<file path="config.mk">
export PLATFORM = sky130hd
export DESIGN_NAME = cms_counter_mode_sequencer
export DESIGN_NICKNAME = d
export VERILOG_FILES = /design/src/cms_pkg.sv /design/src/cms_mode_decode.sv /design/src/cms_edge_detect.sv /design/src/cms_counter_mode_sequencer.sv
export VERILOG_INCLUDE_DIRS = /design/src
export SDC_FILE = /design/constraint.sdc
export NUM_CORES = 1
export LEC_CHECK = 0
export CELL_PAD_IN_SITES_DETAIL_PLACEMENT = 0
export CELL_PAD_IN_SITES_GLOBAL_PLACEMENT = 1
export CORE_UTILIZATION = 52
export CTS_CLUSTER_DIAMETER = 80
export DETAILED_ROUTE_END_ITERATION = 8
export DONT_BUFFER_PORTS = 1
export HOLD_SLACK_MARGIN = 0.05
export PLACE_DENSITY = 0.94
export SLEW_MARGIN = 40
export SYNTH_ARGS = -nofsm -noshare
export SYNTH_HDL_FRONTEND = slang
export SYNTH_SLANG_ARGS = --single-unit
</file>
<file path="constraint.sdc">
create_clock -name sys_clk -period 4.7 [get_ports sys_clk]
set_clock_uncertainty 0.2 [all_clocks]
set_input_delay 0.94 -clock sys_clk [delete_from_list [all_inputs] [get_ports sys_clk]]
set_output_delay 0.94 -clock sys_clk [all_outputs]
set_load 0.05 [all_outputs]
</file>
<file path="src/cms_defines.svh">
// constants for the counter mode sequencer
// Notes on behaviour
// - gated delayed pulse counts only while gate
// - load to tc, hold to tc, disarm
// - strobe starts on arm plus gate edge
// - later gate activity ignored after trigger
// - ungated duty cycle repeats load/hold forever
// - toggle output: load level, then hold level
// - level gated duty cycle stops without gate
// - each gate edge while waiting starts one load-hold cycle
// - after cycle stays armed awaiting gate edge
// - level retrigger: tc with gate reloads, disarms
// - gate reassert saves count, reloads next edge
// - edge retrigger reloads on next source edge
// - edge retrigger: tc reloads load, disarms
// - sync rate generator counts only while gated
// - gate edge reloads, resumes second source edge
// - retrigger one-shot saves count, reloads load
// - retrigger one-shot ignores gate level
// - gate strobe counts tc twice, disarms
// - tc reloads hold if gate high, else load
// - fsk counts continuously, gate picks source
// - hardware save: gate edge starts, runs to tc
// - save edges copy count; unarmed ignores edges
// - software delayed pulse: load, hold, disarm
`ifndef CMS_DEFINES_SVH
`define CMS_DEFINES_SVH
`define CMS_GC_NONE 3'h0
`define CMS_GC_EDGE_LO 3'h6
`define CMS_ONE 16'h0001
`define CMS_ZERO 16'h0000
`endif

</file>
<file path="src/cms_pkg.sv">
// types for the counter mode sequencer
package cms_pkg;
   typedef enum logic [1:0] {CMS_IDLE, CMS_RUN, CMS_WAIT} cms_phase_t;
   typedef enum logic [3:0] {
      CMS_M_G, CMS_M_H, CMS_M_I, CMS_M_J, CMS_M_K, CMS_M_L,
      CMS_M_N, CMS_M_O, CMS_M_Q, CMS_M_R, CMS_M_S, CMS_M_V, CMS_M_X, CMS_M_OFF
   } cms_mode_t;
   typedef struct packed {
      logic       special_gate_bit;
      logic       reload_source_bit;
      logic       repetition_bit;
      logic [2:0] gate_control_field;
   } cms_cfg_t;
   typedef struct packed {
      logic arm;
      logic disarm;
   } cms_cmd_t;
endpackage : cms_pkg

</file>
<file path="src/cms_mode_decode.sv">
// decodes mode setting bits into an operating mode
`timescale 1ns/1ps
`default_nettype none
`include "cms_defines.svh"
module cms_mode_decode
   import cms_pkg::*;
(
   // mode setting
   input  wire cms_cfg_t  cfg,
   // decoded mode
   output cms_mode_t      mode
);
   // gate field zero means no gating, else level or edge gating
   always_comb begin
      logic none;
      logic lvl;
      none = (cfg.gate_control_field == `CMS_GC_NONE);
      lvl  = !none && (cfg.gate_control_field < `CMS_GC_EDGE_LO);
      mode = CMS_M_OFF;
      case ({cfg.special_gate_bit, cfg.reload_source_bit, cfg.repetition_bit})
         3'h2: mode = none ? CMS_M_G : (lvl ? CMS_M_H : CMS_M_I);
         3'h3: mode = none ? CMS_M_J : (lvl ? CMS_M_K : CMS_M_L);
         3'h4: mode = none ? CMS_M_OFF : (lvl ? CMS_M_N : CMS_M_O);
         3'h5: mode = none ? CMS_M_OFF : (lvl ? CMS_M_Q : CMS_M_R);
         3'h6: mode = none ? CMS_M_S : CMS_M_OFF;
         3'h7: mode = none ? CMS_M_V : (lvl ? CMS_M_OFF : CMS_M_X);
         default: mode = CMS_M_OFF;
      endcase
   end
endmodule : cms_mode_decode
`default_nettype wire

</file>
<file path="src/cms_edge_detect.sv">
// rising-edge detector for gate and count source samples
`timescale 1ns/1ps
`default_nettype none
module cms_edge_detect (
   // clocking
   input  wire logic sys_clk,
   input  wire logic nrst,
   input  wire logic ce,
   // level in, pulse out
   input  wire logic level,
   output logic      rise
);
   logic prev;
   // previous sample; frozen while the enable is low
   always_ff @(posedge sys_clk or negedge nrst) begin
      if (!nrst) begin
         prev <= 1'b0;
      end else if (ce) begin
         prev <= level;
      end
   end
   assign rise = ce && level && !prev;
endmodule : cms_edge_detect
`default_nettype wire

</file>
<file path="src/cms_counter_mode_sequencer.sv">
// mode g to x sequencer for one 16-bit counter
`timescale 1ns/1ps
`default_nettype none
`include "cms_defines.svh"
module cms_counter_mode_sequencer
   import cms_pkg::*;
#(
   parameter int WIDTH = 16
) (
   // clocking
   input  wire logic             sys_clk,
   input  wire logic             nrst,
   input  wire logic             ce,
   // configuration
   input  wire cms_cfg_t         cfg,
   input  wire logic [WIDTH-1:0] load_value,
   input  wire logic [WIDTH-1:0] hold_value,
   // software commands
   input  wire cms_cmd_t         cmd,
   // external gate and active count source level
   input  wire logic             gate,
   input  wire logic             count_src,
   // status
   output logic [WIDTH-1:0]      count,
   output logic [WIDTH-1:0]      hold_save,
   output logic                  hold_save_valid,
   output logic                  armed,
   output logic                  running,
   output logic                  terminal_count,
   output logic                  toggle_out,
   output logic                  in_hold_phase
);
   // ------------------------------------------------------------------
   // state
   // ------------------------------------------------------------------
   typedef struct packed {
      logic [WIDTH-1:0] cnt;
      logic [WIDTH-1:0] hsave;
      logic             hvalid;
      logic             armed;
      cms_phase_t       phase;
      logic             second;     // counting the hold value
      logic             tc;
      logic             tog;
      logic             reload_pend; // reload from load on next source edge
      logic             skip_one;    // swallow one source edge (sync mode)
      logic             halted;      // level-retrigger counter halted by gate
   } cms_state_t;

   cms_state_t st;
   cms_state_t next_st;
   cms_mode_t  mode;
   logic       src_edge;
   logic       gate_edge;

   cms_mode_decode u_dec (
      .cfg  (cfg),
      .mode (mode)
   );

   cms_edge_detect u_src (
      .sys_clk (sys_clk),
      .nrst    (nrst),
      .ce      (ce),
      .level   (count_src),
      .rise    (src_edge)
   );

   cms_edge_detect u_gate (
      .sys_clk (sys_clk),
      .nrst    (nrst),
      .ce      (ce),
      .level   (gate),
      .rise    (gate_edge)
   );

   // ------------------------------------------------------------------
   // helpers
   // ------------------------------------------------------------------
   // modes whose tc alternates load and hold
   function automatic logic alt_mode(input cms_mode_t m);
      alt_mode = (m == CMS_M_G) || (m == CMS_M_H) || (m == CMS_M_I) ||
                 (m == CMS_M_J) || (m == CMS_M_K) || (m == CMS_M_L);
   endfunction : alt_mode

   // modes that need a gate edge to leave the waiting phase
   function automatic logic edge_start(input cms_mode_t m);
      edge_start = (m == CMS_M_I) || (m == CMS_M_L) || (m == CMS_M_O) ||
                   (m == CMS_M_R) || (m == CMS_M_X);
   endfunction : edge_start

   // ------------------------------------------------------------------
   // next state
   // ------------------------------------------------------------------
   always_comb begin
      logic gate_ok;
      logic at_tc;
      next_st    = st;
      next_st.tc = 1'b0;
      gate_ok    = 1'b1;
      at_tc      = (st.cnt == WIDTH'(`CMS_ONE)) || (st.cnt == WIDTH'(`CMS_ZERO));
      // level gating inhibits counting
      if ((mode == CMS_M_H) || (mode == CMS_M_K) || (mode == CMS_M_Q)) begin
         gate_ok = gate;
      end
      case (st.phase)
         CMS_IDLE: begin
            if (cmd.arm && mode != CMS_M_OFF) begin
               next_st.armed  = 1'b1;
               next_st.second = 1'b0;
               next_st.cnt    = load_value;
               next_st.halted = 1'b0;
               // edge modes wait for a gate edge, level retrigger for gate
               if (edge_start(mode) || mode == CMS_M_N) begin
                  next_st.phase = CMS_WAIT;
               end else begin
                  next_st.phase = CMS_RUN;
               end
            end
         end
         CMS_WAIT: begin
            // armed, stopped; gate start
            if ((edge_start(mode) && gate_edge) || (mode == CMS_M_N && gate)) begin
               next_st.phase  = CMS_RUN;
               next_st.second = 1'b0;
               next_st.cnt    = load_value;
            end
         end
         CMS_RUN: begin
            // gate edges while counting, per mode
            if (gate_edge) begin
               case (mode)
                  CMS_M_O: next_st.reload_pend = 1'b1;
                  CMS_M_Q: begin
                     next_st.cnt      = load_value;
                     next_st.skip_one = 1'b1;
                  end
                  CMS_M_R: begin
                     next_st.hsave  = st.cnt;
                     next_st.hvalid = 1'b1;
                     next_st.cnt    = load_value;
                  end
                  CMS_M_X: begin
                     next_st.hsave  = st.cnt;
                     next_st.hvalid = 1'b1;
                  end
                  default: ;  // other modes ignore edges while running
               endcase
            end
            // level retrigger: gate drop halts, reassert saves count
            if (mode == CMS_M_N) begin
               if (!gate) begin
                  next_st.halted = 1'b1;
               end else if (st.halted) begin
                  next_st.halted      = 1'b0;
                  next_st.hsave       = st.cnt;
                  next_st.hvalid      = 1'b1;
                  next_st.reload_pend = 1'b1;
               end
            end
            // count actions ride the source edge, except the mode q and r gate-edge reloads above
            if (src_edge && gate_ok && !(mode == CMS_M_N && (st.halted || !gate))
                && !(gate_edge && (mode == CMS_M_Q || mode == CMS_M_R))) begin
               if (st.skip_one) begin
                  next_st.skip_one = 1'b0;  // resume on second edge
               end else if (st.reload_pend) begin
                  // a fresh gate edge in this cycle keeps its request pending
                  next_st.reload_pend = gate_edge && (mode == CMS_M_O);
                  next_st.cnt         = load_value;
               end else if (!at_tc) begin
                  next_st.cnt = st.cnt - WIDTH'(`CMS_ONE);
               end else begin
                  next_st.tc = 1'b1;
                  if (alt_mode(mode)) begin
                     // alternate load/hold
                     next_st.second = !st.second;
                     next_st.tog    = !st.tog;   // load level then hold level
                     next_st.cnt    = st.second ? load_value : hold_value;
                     if (st.second) begin
                        if (mode == CMS_M_L) begin
                           next_st.phase = CMS_WAIT;  // stay armed
                        end else if (mode != CMS_M_J && mode != CMS_M_K) begin
                           next_st.phase = CMS_IDLE;
                           next_st.armed = 1'b0;
                        end
                     end
                  end else if (mode == CMS_M_S || mode == CMS_M_V) begin
                     // gate picks reload source
                     next_st.cnt    = gate ? hold_value : load_value;
                     next_st.tog    = !st.tog;
                     next_st.second = !st.second;
                     if (mode == CMS_M_S && st.second) begin  // twice then disarm
                        next_st.phase = CMS_IDLE;
                        next_st.armed = 1'b0;
                     end
                  end else begin
                     next_st.cnt = load_value;
                     next_st.tog = !st.tog;
                     if (mode == CMS_M_N || mode == CMS_M_O) begin
                        next_st.phase = CMS_IDLE;
                        next_st.armed = 1'b0;
                     end else if (mode == CMS_M_R || mode == CMS_M_X) begin
                        next_st.phase = CMS_WAIT;  // stop until edge
                     end
                  end
               end
            end
         end
         default: next_st.phase = CMS_IDLE;
      endcase
      // disarm command wins over arm and all phase changes; count and save updates still land
      if (cmd.disarm) begin
         next_st.armed       = 1'b0;
         next_st.phase       = CMS_IDLE;
         next_st.reload_pend = 1'b0;
         next_st.skip_one    = 1'b0;
      end
   end

   // ------------------------------------------------------------------
   // state register, frozen while ce is low
   // ------------------------------------------------------------------
   always_ff @(posedge sys_clk or negedge nrst) begin
      if (!nrst) begin
         st <= '{cnt: WIDTH'(`CMS_ZERO), hsave: WIDTH'(`CMS_ZERO), phase: CMS_IDLE,
                 default: 1'b0};
      end else if (ce) begin
         st <= next_st;
      end
   end

   // outputs from flip-flops; running is decoded from the phase register
   assign count           = st.cnt;
   assign hold_save       = st.hsave;
   assign hold_save_valid = st.hvalid;
   assign armed           = st.armed;
   assign running         = (st.phase == CMS_RUN);
   assign terminal_count  = st.tc;
   assign toggle_out      = st.tog;
   assign in_hold_phase   = st.second;
endmodule : cms_counter_mode_sequencer
`default_nettype wire

</file>
==> results of run 1 <==
[metal layers]
metal / global-route usage / routed length, µm / vias up
li1: - / - / 1474
met1: 0.369 / 4320 / 1560
met2: 0.394 / 4320 / 172
met3: 0.0676 / 836 / 10
met4: 0.0697 / 99 / 0
met5: 0 / 0 / -
[flip-flops by register name, indices dropped and copies added, names as in the netlist]
name / count
count: 16
hold_save: 16
st: 5
armed: 1
hold_save_valid: 1
in_hold_phase: 1
terminal_count: 1
toggle_out: 1
u_gate.prev: 1
u_src.prev: 1
[through the flow]
stage / total power, W / area (µm²) / hold WS (ns)
6_report: 0.00208 / 3530 / 0.140
5_1_grt: 0.00220 / 3530 / 0.116
4_1_cts: 0.00207 / 3530 / 0.126
3_5_place_dp: 0.00185 / 3450 / 0.288
3_3_place_gp: 0.00183 / 3450 / 0.282
2_1_floorplan: 0.00187 / 3710 / 0.273
[worst max-delay path: cells and delay by family (launching register included)]
| family | cells | cell delay (ns) |
|---|---|---|
| flops | 1 | 0.77 |
| compound gates | 5 | 1.49 |
| simple gates | 1 | 0.16 |
| buf+inv | 1 | 0.13 |
| fa+ha+maj | 1 | 0.34 |
[logic make-up (layout without fill, tap and decap cells)]
family | count (synthesis) | in the layout | synth area share
buffers and inverters | 79 | 24 | 0.124
adder cells (fa/ha/maj) | 2 | 2 | 0.00675
AO/OA/AOI/OAI | 120 | 120 | 0.263
AND/OR/NAND/NOR | 153 | 153 | 0.225
XOR/XNOR | 12 | 12 | 0.0284
flip-flops | 44 | 44 | 0.297
multiplexers | 19 | 19 | 0.0571
[cell type report]
cell class	instances	share of cell area
multi-input combinational	306	0.611
clock buffer	6	0.0206
inverter	14	0.0149
sequential	44	0.312
tap	96	0.0340
timing repair buffer	3	0.00638
clock inverter	1	0.00142
[path summary, 6_finish.rpt]
path                       depth (start not counted)  slack [ns]                 endpoint
max in group asynchronous                          0        4.06     count[6]$_DFFE_PN0P_
max reg2reg                                        8        1.52    count[15]$_DFFE_PN0P_
max                                                8        1.52    count[15]$_DFFE_PN0P_
min in group sys_clk                               1        0.31  u_gate.prev$_DFFE_PN0P_
min                                                0        0.14    count[10]$_DFFE_PN0P_
min reg2reg                                        1        0.31  u_gate.prev$_DFFE_PN0P_
[synth_stat cells (5+ instances only)]
master     number  area [µm²]
buf_2           6        30.0
dfrtp_1        44        1100
nand2b_1        5        31.3
nor2b_1         6        37.5
a2bb2oi_1       6        52.6
o21ai_0        14        70.1
nor3_1         12        60.1
nand2_1        37         139
a21oi_1        12        60.1
o211ai_1        5        37.5
mux2_2         17         191
o22ai_1         7        43.8
o31ai_1         7        52.6
xor2_1          7        61.3
xnor2_1         5        43.8
buf_4          35         263
nand3_1        16        80.1
nor4_1          9        56.3
o221ai_1       18         158
nand4_1         6        37.5
inv_1          14        52.6
and2_1          6        37.5
clkbuf_1       21        78.8
nor2_1         27         101
[power by group through the flow]
stage / registers [W] / logic [W] / clock network [W]
2_1_floorplan: 0.000653 / 0.00121 / 0
3_3_place_gp: 0.00118 / 0.000644 / 0
3_5_place_dp: 0.00119 / 0.000657 / 0
4_1_cts: 0.00118 / 0.000659 / 0.000232
5_1_grt: 0.00122 / 0.000740 / 0.000248
6_report: 0.00119 / 0.000667 / 0.000224
==> impl_metrics.yaml, run 1 <==
worst_setup_path:
  r2r_start: "count[0]$_DFFE_PN0P_"
  cpMostUsedCell: "o221ai_1"
  critPathLaunchType: "flop"
  path_class: "flop to flop"
  crit_arrival_ns: 3.19
  crit_chain: "inv_1, ha_1, o21bai_1, nor2_1, a31o_2, a21oi_2, o221ai_1, o221ai_1"
  crit_slowest_cell: "dfrtp_1"
  crit_fanout: 11
  crit_required_ns: 4.71
  endpoint_kind: "flop"
  max_stage_delay_ns: 0.77
  critPathLaunch: "count[0]$_DFFE_PN0P_"
cells_and_area:
  layout_common_cells: "dfrtp_1 (44), nand2_1 (37), nor2_1 (26)"
  utilization: 0.517
  nets: 421
  multi_input_area_um2: 2160
  fill_cells: 643
  regArea_um2: 1100
  drive_gt1_frac: 0.152
  final_common_cell: "dfrtp_1"
  antenna_cells: 0
  syn2layout_area_growth_pct: -4.73
  fin_cells: 470
power_and_ir_drop:
  seqPwrFrac: 0.571
  swShare: 0.563
  p_int_w: 0.000907
  peakVddDrop_mv: 0.312
  clkPwrFrac: 0.108
  comb_power_share: 0.321
  switchingPower_w: 0.00117
  power_leakage_nw: 1.40
  p_per_area_nw_per_um2: 588
logic_synthesis:
  synth_edf_count: 0
  netlist_instances: 429
  synth_fp_nets: 476
  synth_ff_type: "dfrtp_1"
  synthesis.area_um2: 3710
  synth_area_per_cell_um2: 8.64
  synth_warnings: 0
  async_flop_share: 1.00
  seq_area_frac_synth: 0.297
  ys_types: 75
  synth_seq_cells: 44
grt:
  grt_util_all_layers: 0.261
  grt_start_max_net_pins: 45
  antenna_found_initial: 0
  grt_pass1_vias: 2968
  overflow: 0
  grt_pass1_wl_um: 15300
placed_design:
  io_buffers: 0
  gp_congestion: 0.931
  pre_cts_ws_ns: 1.29
  placed_cells: 463
  dp_hpwl_um: 6900
timing:
  worst_pin_slew_ns: 0.849
  setup_tns_ns: 0
  setup_viol: 0
  hold_viol: 0
  max_freq_mhz: 314
  slew_viol_final: 0
  fin_crit_ns: 3.18
  slew_headroom: 0.434
  grt_setup_unrepaired: "no"
  setup_slack_ns: 1.52
  post-route-period-util: 0.677
drt:
  via_count: 3216
  viasPerCell: 6.84
  route.detailed.drc: 0
  ant_nets: 0
  firstDrtPassIters: 5
  drt-wirelength-per-cell_um: 20.4
  drtIter0Drc: 432
  wirelength_um: 9580
floorplanning:
  core_area_um2: 6830
  rows: 30
  start_util: 0.542
  dieArea_um2: 7470
  dieHeight_um: 86.4
  num_io_pins: 83
  die_w_um: 86.4
clock_tree:
  clkTransAtPathRegs_ns: 0.08
  cts_tree: "done"
  clk_path_buf_depth: 2
  hold_buffers: 0
  htreeDepth: 2
  clk_latency_ns: 0.29
  clock-root-buffer: "clkbuf_8"
  cts_resized: 0
  cts_setup_buffers: 0
  cts_made_buffers: 5
  clock-sinks: 44
run:
  maxCapViolations: 0
min_path:
  hp-class: "input pin to async pin"
run_status:
  status: "finished, final reports clean"
Power figures use the tool's default switching activity.
==> inputs of run 2 (changes only) <==
ABC_AREA = 1   (was unset)
CORE_UTILIZATION = 40   (was 52)
PLACE_DENSITY = 0.86   (was 0.94)
clock period = 2.9 ns   (was 4.7 ns; I/O delays follow)
==> impl_metrics.yaml, run 2 <==
logic_synthesis:
  yosys-top-cells-area: "dfrtp_1 (25%), nand2_1 (22%), a21oi_1 (8.4%)"
  synth_top_cell_area_share: 0.252
  synth_ff_type: "dfrtp_1"
  synth_common_cells: "nand2_1 (260), a21oi_1 (73), inv_1 (69), nor2_1 (69), o21ai_0 (54)"
  synthesis.area_um2: 4380
  synth_fp_nets: 796
  synth-compound-area-share: 0.178
  yosys.area.top_type: "dfrtp_1"
  synthAdderAreaFrac: 0.00572
  synth_edf_count: 0
  synth_area_per_cell_um2: 5.84
  ys_types: 33
  async_flop_share: 1.00
  seq_area_frac_synth: 0.252
  synthXorXnorAreaFrac: 0.0140
  synthSimpleGateAreaFrac: 0.367
  synth_mux_area_frac: 0.0300
  synth_top_family_by_area: "simple AND/OR/NAND/NOR gates"
  synth_seq_cells: 44
  netlist_instances: 749
  synth_warnings: 0
  synth.most_common_cell: "nand2_1"
clock_tree:
  htreeDepth: 2
  cts_made_buffers: 5
  cts_resized: 0
  clk_path_buf_depth: 2
  cts_tree: "done"
  clock-sinks: 44
  clkTransAtPathRegs_ns: 0.10
  cts_setup_buffers: 0
  clock-root-buffer: "clkbuf_8"
  clk_latency_ns: 0.31
  hold_buffers: 2
cells_and_area:
  syn2layout_area_growth_pct: 4.49
  drive_gt1_frac: 0.0823
  antenna_cells: 0
  fill_cells: 1142
  final_cell_area_um2: 4570
  nets: 775
  final_common_cell: "nand2_1"
  fin_cells: 865
  layout_common_cells: "nand2_1 (260), a21oi_1 (73), inv_1 (69)"
timing:
  max_freq_mhz: 383
  setup_tns_ns: 0
  worst_pin_slew_ns: 0.554
  slew_headroom: 0.631
  post-route-period-util: 0.900
  hold_viol: 0
  fin_crit_ns: 2.61
  setup_viol: 0
  whs_ns: 0.161
  slew_viol_final: 0
  grt_setup_unrepaired: "no"
placed_design:
  place_area_um2: 4420
  dp_hpwl_um: 10100
  io_buffers: 0
  gp_congestion: 0.893
  placed_cells: 855
min_path:
  hold_path_startpoint: "gate"
  hold_depth: 1
  hp-class: "input pin to flop"
grt:
  antenna_found_initial: 0
  grt_pass1_wl_um: 21000
  grt_start_max_net_pins: 45
  overflow: 0
  grt_pass1_vias: 4173
  grt_util_all_layers: 0.232
power_and_ir_drop:
  p_per_area_nw_per_um2: 867
  power_leakage_nw: 2.48
  p_total_w: 0.00396
  peakVddDrop_mv: 0.407
worst_setup_path:
  crit_fanout: 9
  critPathLaunchType: "flop"
  path_class: "flop to flop"
  r2r_start: "count[0]$_DFFE_PN0P_"
  crit_arrival_ns: 2.67
  ff2ff_path_depth: 10
  crit_required_ns: 2.96
  endpoint_kind: "flop"
  critPathLaunch: "count[0]$_DFFE_PN0P_"
drt:
  drtIter0Drc: 484
  firstDrtPassIters: 5
  route.detailed.drc: 0
  wirelength_um: 13200
  ant_nets: 0
  viasPerCell: 5.39
  via_count: 4659
  drt-wirelength-per-cell_um: 15.2
floorplanning:
  start_util: 0.418
  num_io_pins: 83
  dieArea_um2: 11400
  dieHeight_um: 107
  core_area_um2: 10500
  die_w_um: 107
  rows: 37
run:
  maxCapViolations: 0
run_status:
  status: "finished, final reports clean"
## run 2: final timing paths
kind | slack (ns) | to
max | 0.29 | st[7]$_DFFE_PN0P_
min | 0.16 | st[0]$_DFFE_PN0P_
max reg2reg | 0.29 | st[7]$_DFFE_PN0P_
min reg2reg | 0.28 | u_gate.prev$_DFFE_PN0P_
max in group asynchronous | 1.70 | toggle_out$_DFFE_PN0P_
min in group asynchronous | 0.60 | count[12]$_DFFE_PN0P_
## run 2: final cells by class
cell class	instances	area, µm²	area share
multi-input combinational	568	2610	0.570
clock inverter	3	46.3	0.0101
inverter	76	285	0.0624
sequential	44	1100	0.241
tap	136	170	0.0372
clock buffer	5	68.8	0.0151
timing repair buffer	33	295	0.0646
## run 2: where the power goes
part / internal, W / total [W] / switching [W] / leakage, nW
Clock: 0.000260 / 0.000501 / 0.000241 / 0.0548
Combinational: 0.000670 / 0.00217 / 0.00150 / 1.85
Sequential: 0.000814 / 0.00130 / 0.000483 / 0.568
Total: 0.00174 / 0.00396 / 0.00222 / 2.48
## run 2: routing by layer
layer | vias to the layer above | track usage | routed length (µm)
met2 | 235 | 0.351 | 5530
li1 | 2316 | - | -
met4 | 0 | 0.0597 | 232
met3 | 18 | 0.0717 | 1440
met1 | 2090 | 0.320 | 5960
met5 | - | 0 | 0
## run 2: stage by stage
| stage | setup WS, ns | utilization |
|---|---|---|
| floorplan | 0.528 | - |
| global placement | 0.279 | 0.422 |
| detailed placement | 0.198 | 0.422 |
| CTS | 0.312 | 0.437 |
| global route | 0.0595 | 0.437 |
| finish | 0.290 | 0.437 |
## run 2: critical path, cell delays in order (launching register included)
cell and delay, ns:
dfrtp_1 0.43, inv_1 0.17, ha_1 0.25, o21ai_0 0.10, nor2_1 0.11, nand4_1 0.42, nor3_1 0.42, nand4_1 0.18
a21oi_1 0.17, nand2_1 0.07, nand2_1 0.06
## run 2: kinds of logic (layout without fill, tap and decap cells)
kind of cell | after synthesis | count (layout)
XOR/XNOR | 7 | 7
flip-flops | 44 | 44
adder cells (fa/ha/maj) | 2 | 2
AND/OR/NAND/NOR | 396 | 396
buffers and inverters | 137 | 117
AO/OA/AOI/OAI | 150 | 150
multiplexers | 13 | 13
